==> config.mk <==
export PLATFORM = sky130hd
export DESIGN_NAME = dp12_datapath
export DESIGN_NICKNAME = d
export VERILOG_FILES = /design/src/pkg/dp12_pkg.sv /design/src/hdl/dp12_datapath.sv
export SDC_FILE = /design/constraint.sdc
export NUM_CORES = 1
export LEC_CHECK = 0
export ABC_AREA = 1
export CAP_MARGIN = 20
export CORE_MARGIN = 8
export CORE_UTILIZATION = 47
export CTS_CLUSTER_SIZE = 30
export DETAILED_ROUTE_END_ITERATION = 7
export DONT_BUFFER_PORTS = 1
export PLACE_DENSITY = 0.68
export RECOVER_POWER = 25
export SETUP_SLACK_MARGIN = 0.2
export SYNTH_ARGS = -nofsm -noshare
export SYNTH_HDL_FRONTEND = slang
export SYNTH_SLANG_ARGS = --single-unit
==> constraint.sdc <==
create_clock -name CLOCK -period 4.28 [get_ports CLOCK]
set_input_delay 0.642 -clock CLOCK [delete_from_list [all_inputs] [get_ports CLOCK]]
set_output_delay 0.642 -clock CLOCK [all_outputs]
set_load 0.02 [all_outputs]
==> src/pkg/dp12_pkg.sv <==
// constants for the twelve-bit processor datapath
package dp12_pkg;
  localparam int WORD_W  = 12;
  localparam int FIELD_W = 3;
  localparam int HALF_W  = 6;
  localparam int PAGE_W  = 5;
  localparam logic [11:0] WORD_ZERO = 12'h000;
  localparam logic [11:0] WORD_ONES = 12'hFFF;
  localparam logic [2:0]  FIELD_RST = 3'h0;
  // input select codes {input_select_2, input_select_1, input_select_0}
  localparam logic [2:0] SEL_NONE = 3'h0;
  localparam logic [2:0] SEL_AC   = 3'h1;
  localparam logic [2:0] SEL_MQ   = 3'h2;
  localparam logic [2:0] SEL_PC   = 3'h3;
  localparam logic [2:0] SEL_CENTRAL_MEMORY_ADDRESS_REGISTER = 3'h4;
  localparam logic [2:0] SEL_MD   = 3'h5;
  // destination codes on the major-registers bus
  localparam logic [2:0] DST_NONE = 3'h0;
  localparam logic [2:0] DST_AC   = 3'h1;
  localparam logic [2:0] DST_MQ   = 3'h2;
  localparam logic [2:0] DST_PC   = 3'h3;
  localparam logic [2:0] DST_CENTRAL_MEMORY_ADDRESS_REGISTER = 3'h4;
  localparam logic [2:0] DST_MB   = 3'h5;
  // data bus drive codes
  localparam logic [1:0] DBUS_NONE = 2'h0;
  localparam logic [1:0] DBUS_AC   = 2'h1;
  localparam logic [1:0] DBUS_MQ   = 2'h2;
  // memory cycle 1.2 us at 5 ns
  localparam int XFER_NS     = 1200;
  localparam int CLK_NS      = 5;
  localparam int XFER_CYCLES = XFER_NS / CLK_NS;
endpackage

==> src/hdl/dp12_datapath.sv <==
// twelve-bit processor datapath: buses, adder, shifter, skip and overflow
`timescale 1ns/1ps
module dp12_datapath
  import dp12_pkg::*;
(
  input  wire logic              CLOCK,
  input  wire logic              RST,
  input  wire logic [2:0]        INPUT_SELECT,
  input  wire logic              BREAK_DATA_GATE_N,
  input  wire logic              DATA_TO_ADDERS,
  input  wire logic              DATA_COMPLEMENT,
  input  wire logic              AND_MODE,
  input  wire logic              INCREMENT_REQ,
  input  wire logic              SKIP_SET_GROUP2,
  input  wire logic              SKIP_CLEAR,
  input  wire logic              INCREMENT_SKIP_IF_ZERO_OP,
  input  wire logic              SECOND_TIME_PULSE,
  input  wire logic              RIGHT_N,
  input  wire logic              LEFT_N,
  input  wire logic              TWICE_N,
  input  wire logic              PAGE_ZERO_N,
  input  wire logic [2:0]        LOAD_DEST,
  input  wire logic [1:0]        DATA_BUS_DRIVE,
  input  wire logic              MEMORY_DATA_DIRECTION,
  input  wire logic              OPTION_ADDRESS_DISABLE_N,
  input  wire logic [11:0]       OPTION_ADDRESS,
  input  wire logic [11:0]       MEM_SENSE,
  input  wire logic [11:0]       MD_BUS_IN,
  input  wire logic              MD_OPTION_DRIVE,
  input  wire logic [11:0]       DATA_BUS_IN_N,
  input  wire logic [11:0]       SWITCH_REG,
  input  wire logic              DEPOSIT_KEY,
  input  wire logic              FIELD_ADDRESS_LOAD_KEY,
  input  wire logic              TRANSFER_EXTEND_REQUEST_N,
  output logic [11:0]            MD_BUS_OUT,
  output logic                   MD_BUS_OE,
  output logic [11:0]            MA_BUS,
  output logic [11:0]            DATA_BUS_OUT_N,
  output logic                   DATA_BUS_OE,
  output logic [2:0]             FIELD,
  output logic                   ADDER_CARRY_OUT_N,
  output logic                   ADDER_CARRY_IN_N,
  output logic                   OVERFLOW_N,
  output logic                   SKIP_N,
  output logic                   TRANSFER_EXTENDED,
  output logic                   MEMORY_WRITE,
  output logic [11:0]            WORKING_REGISTER,
  output logic [11:0]            PROGRAM_COUNTER
);
  typedef struct packed {
    logic [11:0] ac;
    logic [11:0] mq;
    logic [11:0] pc;
    logic [11:0] central_memory_address_register;
    logic [11:0] mb;
    logic [2:0]  field;
    logic        skip;
    logic        ovf;
    logic        ext_s1;
    logic        ext_s2;
    logic        mem_wr;
  } state_t;

  state_t st_r;
  state_t st_nxt;

  logic [11:0] reg_in;
  logic [11:0] data_in;
  logic [11:0] md_bus;
  logic [11:0] bus_b;
  logic [12:0] sum;
  logic [11:0] shifted;
  logic [11:0] major_bus;
  logic        cin;
  logic [1:0]  cin_val;

  ////////////////////////////////////////////////////////////////////////////
  // input mux and adder

  function automatic logic [11:0] pick_reg(input logic [2:0] sel, input state_t s, input logic [11:0] md);
    logic [11:0] v;
    v = WORD_ZERO;
    unique case (sel)
      SEL_AC:   v = s.ac;
      SEL_MQ:   v = s.mq;
      SEL_PC:   v = s.pc;
      SEL_CENTRAL_MEMORY_ADDRESS_REGISTER: v = s.central_memory_address_register;
      SEL_MD:   v = md;
      default:  v = WORD_ZERO;
    endcase
    return v;
  endfunction

  // memory data bus, one source at a time
  always_comb begin
    if (MD_OPTION_DRIVE) begin
      md_bus = MD_BUS_IN;
    end else if (MEMORY_DATA_DIRECTION) begin
      md_bus = st_r.mb;
    end else begin
      md_bus = MEM_SENSE;
    end
  end

  always_comb begin
    if (!BREAK_DATA_GATE_N) begin
      reg_in = md_bus;
    end else begin
      reg_in = pick_reg(INPUT_SELECT, st_r, md_bus);
    end
  end

  assign data_in = ~DATA_BUS_IN_N;
  assign bus_b   = DATA_TO_ADDERS ? (DATA_COMPLEMENT ? ~data_in : data_in) : WORD_ZERO;
  assign cin     = INCREMENT_REQ | st_r.skip;
  // a set skip flag adds one on top of a requested increment
  assign cin_val = {1'b0, INCREMENT_REQ} + {1'b0, st_r.skip};
  // bit 0 is the msb, held at vector index 11
  assign sum = AND_MODE ? {1'b0, reg_in & bus_b}
                        : ({1'b0, reg_in} + {1'b0, bus_b} + {11'h000, cin_val});

  ////////////////////////////////////////////////////////////////////////////
  // output shifter and page zero

  always_comb begin
    shifted = sum[11:0];
    unique case ({RIGHT_N, LEFT_N, TWICE_N})
      3'b011:  shifted = {sum[0], sum[11:1]};
      3'b101:  shifted = {sum[10:0], sum[11]};
      3'b010:  shifted = {sum[1:0], sum[11:2]};
      3'b100:  shifted = {sum[9:0], sum[11:10]};
      3'b110:  shifted = {sum[5:0], sum[11:6]};
      default: shifted = sum[11:0];
    endcase
    major_bus = shifted;
    if (!PAGE_ZERO_N) begin
      major_bus[11:7] = 5'h00;
    end
  end

  ////////////////////////////////////////////////////////////////////////////
  // state update

  always_comb begin
    st_nxt        = st_r;
    st_nxt.ext_s1 = ~TRANSFER_EXTEND_REQUEST_N;
    st_nxt.ext_s2 = st_r.ext_s1;
    st_nxt.mem_wr = 1'b0;
    st_nxt.ovf    = SECOND_TIME_PULSE & sum[12];
    unique case (LOAD_DEST)
      DST_AC:   st_nxt.ac   = major_bus;
      DST_MQ:   st_nxt.mq   = major_bus;
      DST_PC:   st_nxt.pc   = major_bus;
      DST_CENTRAL_MEMORY_ADDRESS_REGISTER: st_nxt.central_memory_address_register = major_bus;
      DST_MB:   st_nxt.mb   = major_bus;
      default:  st_nxt.ac   = st_r.ac;
    endcase
    if (SKIP_CLEAR) begin
      st_nxt.skip = 1'b0;
    end
    if ((SECOND_TIME_PULSE & sum[12] & INCREMENT_SKIP_IF_ZERO_OP) | SKIP_SET_GROUP2) begin
      st_nxt.skip = 1'b1;
    end
    if (DEPOSIT_KEY) begin
      st_nxt.mb     = SWITCH_REG;
      st_nxt.mem_wr = 1'b1;
    end
    if (FIELD_ADDRESS_LOAD_KEY) begin
      st_nxt.field = SWITCH_REG[2:0];
    end
  end

  always_ff @(posedge CLOCK) begin
    if (RST) begin
      st_r <= '0;
    end else begin
      st_r <= st_nxt;
    end
  end

  ////////////////////////////////////////////////////////////////////////////
  // outputs

  always_comb begin
    DATA_BUS_OE    = 1'b1;
    DATA_BUS_OUT_N = WORD_ONES;
    unique case (DATA_BUS_DRIVE)
      DBUS_AC: DATA_BUS_OUT_N = ~st_r.ac;
      DBUS_MQ: DATA_BUS_OUT_N = ~st_r.mq;
      default: DATA_BUS_OE    = 1'b0;
    endcase
  end

  assign MD_BUS_OUT        = st_r.mb;
  assign MD_BUS_OE         = MEMORY_DATA_DIRECTION & ~MD_OPTION_DRIVE;
  assign MA_BUS            = OPTION_ADDRESS_DISABLE_N ? st_r.central_memory_address_register : OPTION_ADDRESS;
  assign FIELD             = st_r.field;
  assign ADDER_CARRY_OUT_N = ~sum[12];
  assign ADDER_CARRY_IN_N  = ~cin;
  assign OVERFLOW_N        = ~st_r.ovf;
  assign SKIP_N            = ~st_r.skip;
  assign TRANSFER_EXTENDED = st_r.ext_s2;
  assign MEMORY_WRITE      = st_r.mem_wr;
  assign WORKING_REGISTER  = st_r.ac;
  assign PROGRAM_COUNTER   = st_r.pc;

  ////////////////////////////////////////////////////////////////////////////
  // checks

  chk_overflow_pulse: assert property (@(posedge CLOCK) disable iff (RST)
    (SECOND_TIME_PULSE && sum[12]) |=> !OVERFLOW_N)
    else $error("overflow not raised");
  chk_carry_ones: assert property (@(posedge CLOCK) disable iff (RST)
    (!AND_MODE && reg_in == WORD_ONES && bus_b == WORD_ZERO && cin) |-> !ADDER_CARRY_OUT_N)
    else $error("carry out missing");
  chk_skip_isz: assert property (@(posedge CLOCK) disable iff (RST)
    (SECOND_TIME_PULSE && sum[12] && INCREMENT_SKIP_IF_ZERO_OP) |=> !SKIP_N)
    else $error("skip not set");
  chk_skip_carry: assert property (@(posedge CLOCK) disable iff (RST)
    !SKIP_N |-> !ADDER_CARRY_IN_N)
    else $error("skip did not drive carry in");
  chk_swap_halves: assert property (@(posedge CLOCK) disable iff (RST)
    (RIGHT_N && LEFT_N && !TWICE_N) |-> shifted == {sum[5:0], sum[11:6]})
    else $error("swap wrong");
  chk_page_zero: assert property (@(posedge CLOCK) disable iff (RST)
    !PAGE_ZERO_N |-> major_bus[11:7] == 5'h00)
    else $error("page zero not forced");
  chk_break_gate: assert property (@(posedge CLOCK) disable iff (RST)
    !BREAK_DATA_GATE_N |-> reg_in == md_bus)
    else $error("break data not gated");
  chk_deposit_write: assert property (@(posedge CLOCK) disable iff (RST)
    DEPOSIT_KEY |=> (MEMORY_WRITE && MD_BUS_OUT == $past(SWITCH_REG)))
    else $error("deposit not written");
  chk_field_load: assert property (@(posedge CLOCK) disable iff (RST)
    FIELD_ADDRESS_LOAD_KEY |=> FIELD == $past(SWITCH_REG[2:0]))
    else $error("field not loaded");
  chk_md_direction: assert property (@(posedge CLOCK) disable iff (RST)
    (!MD_OPTION_DRIVE && !MEMORY_DATA_DIRECTION) |-> md_bus == MEM_SENSE)
    else $error("sense register not on bus");
  chk_skip_wins: assert property (@(posedge CLOCK) disable iff (RST)
    (SKIP_SET_GROUP2 && SKIP_CLEAR) |=> !SKIP_N)
    else $error("skip set lost to clear");
  chk_skip_clear: assert property (@(posedge CLOCK) disable iff (RST)
    (SKIP_CLEAR && !SKIP_SET_GROUP2 && !(SECOND_TIME_PULSE && sum[12] && INCREMENT_SKIP_IF_ZERO_OP)) |=> SKIP_N)
    else $error("skip not cleared");
  chk_overflow_clear: assert property (@(posedge CLOCK) disable iff (RST)
    !(SECOND_TIME_PULSE && sum[12]) |=> OVERFLOW_N)
    else $error("overflow held too long");
  chk_carry_in_pin: assert property (@(posedge CLOCK) disable iff (RST)
    INCREMENT_REQ |-> !ADDER_CARRY_IN_N)
    else $error("carry in missing");
  chk_skip_extra: assert property (@(posedge CLOCK) disable iff (RST)
    (!AND_MODE && INCREMENT_REQ && !SKIP_N) |-> sum == {1'b0, reg_in} + {1'b0, bus_b} + 13'h0002)
    else $error("skip gave no extra increment");
  chk_extend_sync: assert property (@(posedge CLOCK) disable iff (RST)
    (!$past(RST) && !$past(RST, 2)) |-> TRANSFER_EXTENDED != $past(TRANSFER_EXTEND_REQUEST_N, 2))
    else $error("extend request not synchronised");
  chk_deposit_pulse: assert property (@(posedge CLOCK) disable iff (RST)
    !DEPOSIT_KEY |=> !MEMORY_WRITE)
    else $error("memory write without deposit");
  chk_md_option: assert property (@(posedge CLOCK) disable iff (RST)
    MD_OPTION_DRIVE |-> (!MD_BUS_OE && md_bus == MD_BUS_IN))
    else $error("option data not on memory bus");
  chk_ma_option: assert property (@(posedge CLOCK) disable iff (RST)
    !OPTION_ADDRESS_DISABLE_N |-> MA_BUS == OPTION_ADDRESS)
    else $error("option address not on address bus");
  chk_data_bus_ac: assert property (@(posedge CLOCK) disable iff (RST)
    (DATA_BUS_DRIVE == DBUS_AC) |-> (DATA_BUS_OE && DATA_BUS_OUT_N == ~WORKING_REGISTER))
    else $error("working register not on data bus");
  chk_data_bus_idle: assert property (@(posedge CLOCK) disable iff (RST)
    (DATA_BUS_DRIVE == DBUS_NONE) |-> (!DATA_BUS_OE && DATA_BUS_OUT_N == WORD_ONES))
    else $error("data bus driven while idle");
  chk_pc_load: assert property (@(posedge CLOCK) disable iff (RST)
    (LOAD_DEST == DST_PC) |=> PROGRAM_COUNTER == $past(major_bus))
    else $error("program counter not loaded");
  chk_and_mode: assert property (@(posedge CLOCK) disable iff (RST)
    AND_MODE |-> sum == {1'b0, reg_in & bus_b})
    else $error("and result wrong");
  chk_shift_none: assert property (@(posedge CLOCK) disable iff (RST)
    (RIGHT_N && LEFT_N && TWICE_N) |-> shifted == sum[11:0])
    else $error("unshifted path wrong");
  chk_right_once: assert property (@(posedge CLOCK) disable iff (RST)
    (!RIGHT_N && LEFT_N && TWICE_N) |-> shifted == {sum[0], sum[11:1]})
    else $error("right shift wrong");
endmodule

==> results.md <==
- Final setup violation count: 0
- Power per cell area: 350 nW/um2
- Final Max Slew Viols: 0
- Clock share of power: approximately 37%
- Seq/Total Area, Yosys: 24.3%
- Die Y-Extent: 125 um
- Synthesis-stage register bit count: 68
- Final RePlAce weighted congestion: 0.974
- Vias/cell: between 6 and 7
- R2r endpoint: WORKING_REGISTER[3]$_SDFFE_PP0N_
- Worst hold path class: input port to flip-flop
- Maximum clock frequency: 0.254 GHz
- CP endpoint kind: output port
- Worst path bufs/invs: 4
- Register-to-Register Path Depth: 13
- Crit Path Max Fanout: 5
- Asr flop ratio synth: 0%
- TritonCTS buffer count: 9
- Row count: 40
- Avg Cell Area, Syn: 6.42 um2
- Inst Count DP: 959
- Die width: 125 um
- CP arrival: 3.30 ns
- Via count: 5896
- I/O pin count: 160
- CP Depth: 20
- Setup Crit Path Kind: input port to output port
- Setup TNS: 0 ns
- Critical Path Sink: ADDER_CARRY_OUT_N
- GRT overflow: 0
- Register area: ~1400 um2
- Area taken by multi-input logic gates: 3470 um2
- Number of synthesized flops with an enable pin: 0
- Post-synthesis cell type count: 42
- Top cells by area, synth: dfxtp_1, nand2_1, a21oi_1
- Vias in the first global route: 5215
- Worst setup path startpoint: INPUT_SELECT[1]
- WL per Instance: 20.9 um
- Core footprint: 11800 um2
- CTS tree: yes
- Synth warnings: 0
- Synth cell count leaders: nand2_1, inv_1, a21oi_1, o21ai_0, nand3_1
- Overall Power: 2.08 mW
- Residual DRC: 0
- Fin crit share: 92.1%
- Initial antenna violation count: 2
- Setup slack, reg-to-reg: 0.89 ns
- Worst Clk Skew: roughly 0.0054 ns
- Syn Nets: 991
- Top_reg_cell synth: dfxtp_1
- CTS Hold Bufs: 0
- Net switching power: between 0.7 and 0.8 mW
- Starting DRT DRC Count: between 800 and 900
- Switching Share: 35.8%
- Clock root buffer: clkbuf_16
- FILL cells: 1219
- Starting Density: between 40 and 50%
- Post-route ant nets: 0
- Sequential share of power: 35.2%
- RSZ-0062 raised after global routing: false
- CTS sink count: 68
- Worst skew pair latency: 0.34 ns
- R2R Path Start: WORKING_REGISTER[1]$_SDFFE_PP0N_
- First-pass GRT wire length: 30600 um
- Hpwl dp: 16300 um
- P_int: 1.33 mW
- Critical-path top delay cell: ha_1
- Final hold viol count: 0
- Post-synth top area cell: dfxtp_1
- Synth top area share: 24.3%
- Max incr delay on CP: 0.34 ns
- Status: complete, no violations
- Final WL: 20500 um
- Die Area: 15700 um2
- Req. time, crit path: roughly 3.6 ns
- Final Util: 50.2%
- Crit path cell chain: inv_2 > nor2_2 > nand2_2 > inv_2 > buf_4 > a22oi_1 > nand3_1 > nand2_1 > o31ai_1 > ha_1 > ha_1 > nand2_1 > inv_1 > a21oi_1 > nand3_2 > a21oi_1 > o21bai_1 > nor2_1 > nor2_2 > nand2_2
- Worst slew pin tran: between 0.9 and 1 ns
- CTS clock-pin slew for the worst setup and hold paths: around 0.060 ns
- Nets: 944
- Top-count cell post-synth: nand2_1
- Cell Area, Synth: about 5600 um2
- CP top delay family: simple AND/OR/NAND/NOR gates
- Critical path startpoint category: input port
- Router iterations before antenna repair: 6
- Global Route Usage Sum: between 20% and 30%
- H-Tree Level Count: 3
- VDD IR max: 249 uV
- Largest net degree at the start of global routing: 35
- Final cell count without fillers: 980
- Port Buffers: 0
- Comb pwr share: 27.4%
- Area Growth Syn to Fin: 5.80%
- Max_slew headroom: about two fifths
- Fin crit period: 3.94 ns
- Max Cap Viol: 0
- Clock Path Buffers: 2
- Share of cells above drive strength 1: ~15%
- Pleak: 2.62 nW
- Synthesized instance count: 874
-- cell families (layout without fill, tap and decap cells) --
| group | count (synthesis) | after routing | synth area share, % |
|---|---|---|---|
| and+or+nand+nor | 328 | 328 | 25.6 |
| AOI/OAI and AO/OA | 240 | 240 | 25.2 |
| buffers and inverters | 199 | 157 | 16.3 |
| DFF | 68 | 68 | 24.3 |
| adders and majority gates | 28 | 28 | 6.51 |
| muxes | 10 | 10 | 2.01 |
| xor gates and xnor gates | 1 | 1 | 0.156 |
| other | 0 | 1 | 0 |
-- cell type report --
class	count	area share (%)
sequential	68	23.0
antenna	1	0.0422
timing repair buffer	17	2.21
clock inverter	5	0.991
inverter	124	7.97
tap	147	3.10
multi-input combinational	607	58.4
clock buffer	11	4.26
-- metal layers --
| metal | wire (um) | vias up | global-route usage (%) |
|---|---|---|---|
| met5 | 13 | - | 0 |
| met4 | 390 | 2 | 6.16 |
| met3 | 2880 | 32 | 11.4 |
| met2 | 8740 | 392 | 36.8 |
| met1 | 8450 | 2660 | 31.9 |
| li1 | - | 2810 | - |
-- metrics by stage --
stage	setup slack (ns)	area [um2]	hold slack, ns
after floorplan	0.493	5610	0.388
after CTS	0.227	5770	0.354
after global placement	0.315	5450	0.402
after global routing	0.169	5930	0.352
after detailed placement	0.269	5460	0.403
final	0.339	5930	0.360
-- flip-flops by register name, summed over array words and instances, names as in the netlist --
signal and flops:
FIELD 3, st_r 26, PROGRAM_COUNTER 12, WORKING_REGISTER 12, TRANSFER_EXTENDED 1, st_nxt 1
MD_BUS_OUT 12, MEMORY_WRITE 1
-- cells in the final DEF, fill, tap and decap left out, drive strengths merged, types with 13 or more instances in the layout --
cell type / n
nand2: 169
o21ai: 94
dfxtp: 68
o221ai: 13
buf: 17
nand3: 80
nor2: 60
inv: 122
a21oi: 99
ha: 26
-- power by group through the flow --
stage          Clock [mW]  Sequential, mW  Combinational (mW)
6_report            0.777           0.732               0.569
5_1_grt             0.808           0.736               0.617
4_1_cts             0.777           0.731               0.530
3_5_place_dp            0           0.744               0.527
3_3_place_gp            0           0.746               0.525
2_1_floorplan           0           0.700               0.460
-- timing repair --
action / CTS / global route
buffers inserted: 0 / 4
endpoints found under the setup margin: 0 / 1
gates resized for setup: 0 / 34
-- how the worst min path moves through the flow --
stage | from | end | slack, ns | cells past startpoint
after global routing | RST | MD_BUS_OUT[6]$_SDFFE_PP0P_ | 0.35 | 1
after global placement | st_nxt[1]$_SDFF_PP0_ | TRANSFER_EXTENDED$_SDFF_PP0_ | 0.40 | 2
final | RST | MD_BUS_OUT[6]$_SDFFE_PP0P_ | 0.36 | 1
after detailed placement | st_nxt[1]$_SDFF_PP0_ | TRANSFER_EXTENDED$_SDFF_PP0_ | 0.40 | 2
after floorplan | st_nxt[1]$_SDFF_PP0_ | TRANSFER_EXTENDED$_SDFF_PP0_ | 0.39 | 2
after CTS | TRANSFER_EXTEND_REQUEST_N | st_nxt[1]$_SDFF_PP0_ | 0.35 | 1
-- worst reg2reg max path, delay by kind of cell (launching register included) --
| family | cells | cell delay (ns) |
|---|---|---|
| buffers and inverters | 1 | 0.12 |
| XOR/XNOR | 1 | 0.16 |
| AND/OR/NAND/NOR | 1 | 0.12 |
| adder cells (fa/ha/maj) | 2 | 0.80 |
| AO/OA/AOI/OAI | 8 | 1.72 |
| flip-flops | 1 | 0.42 |
No activity file was read; power rests on OpenSTA's default activity.
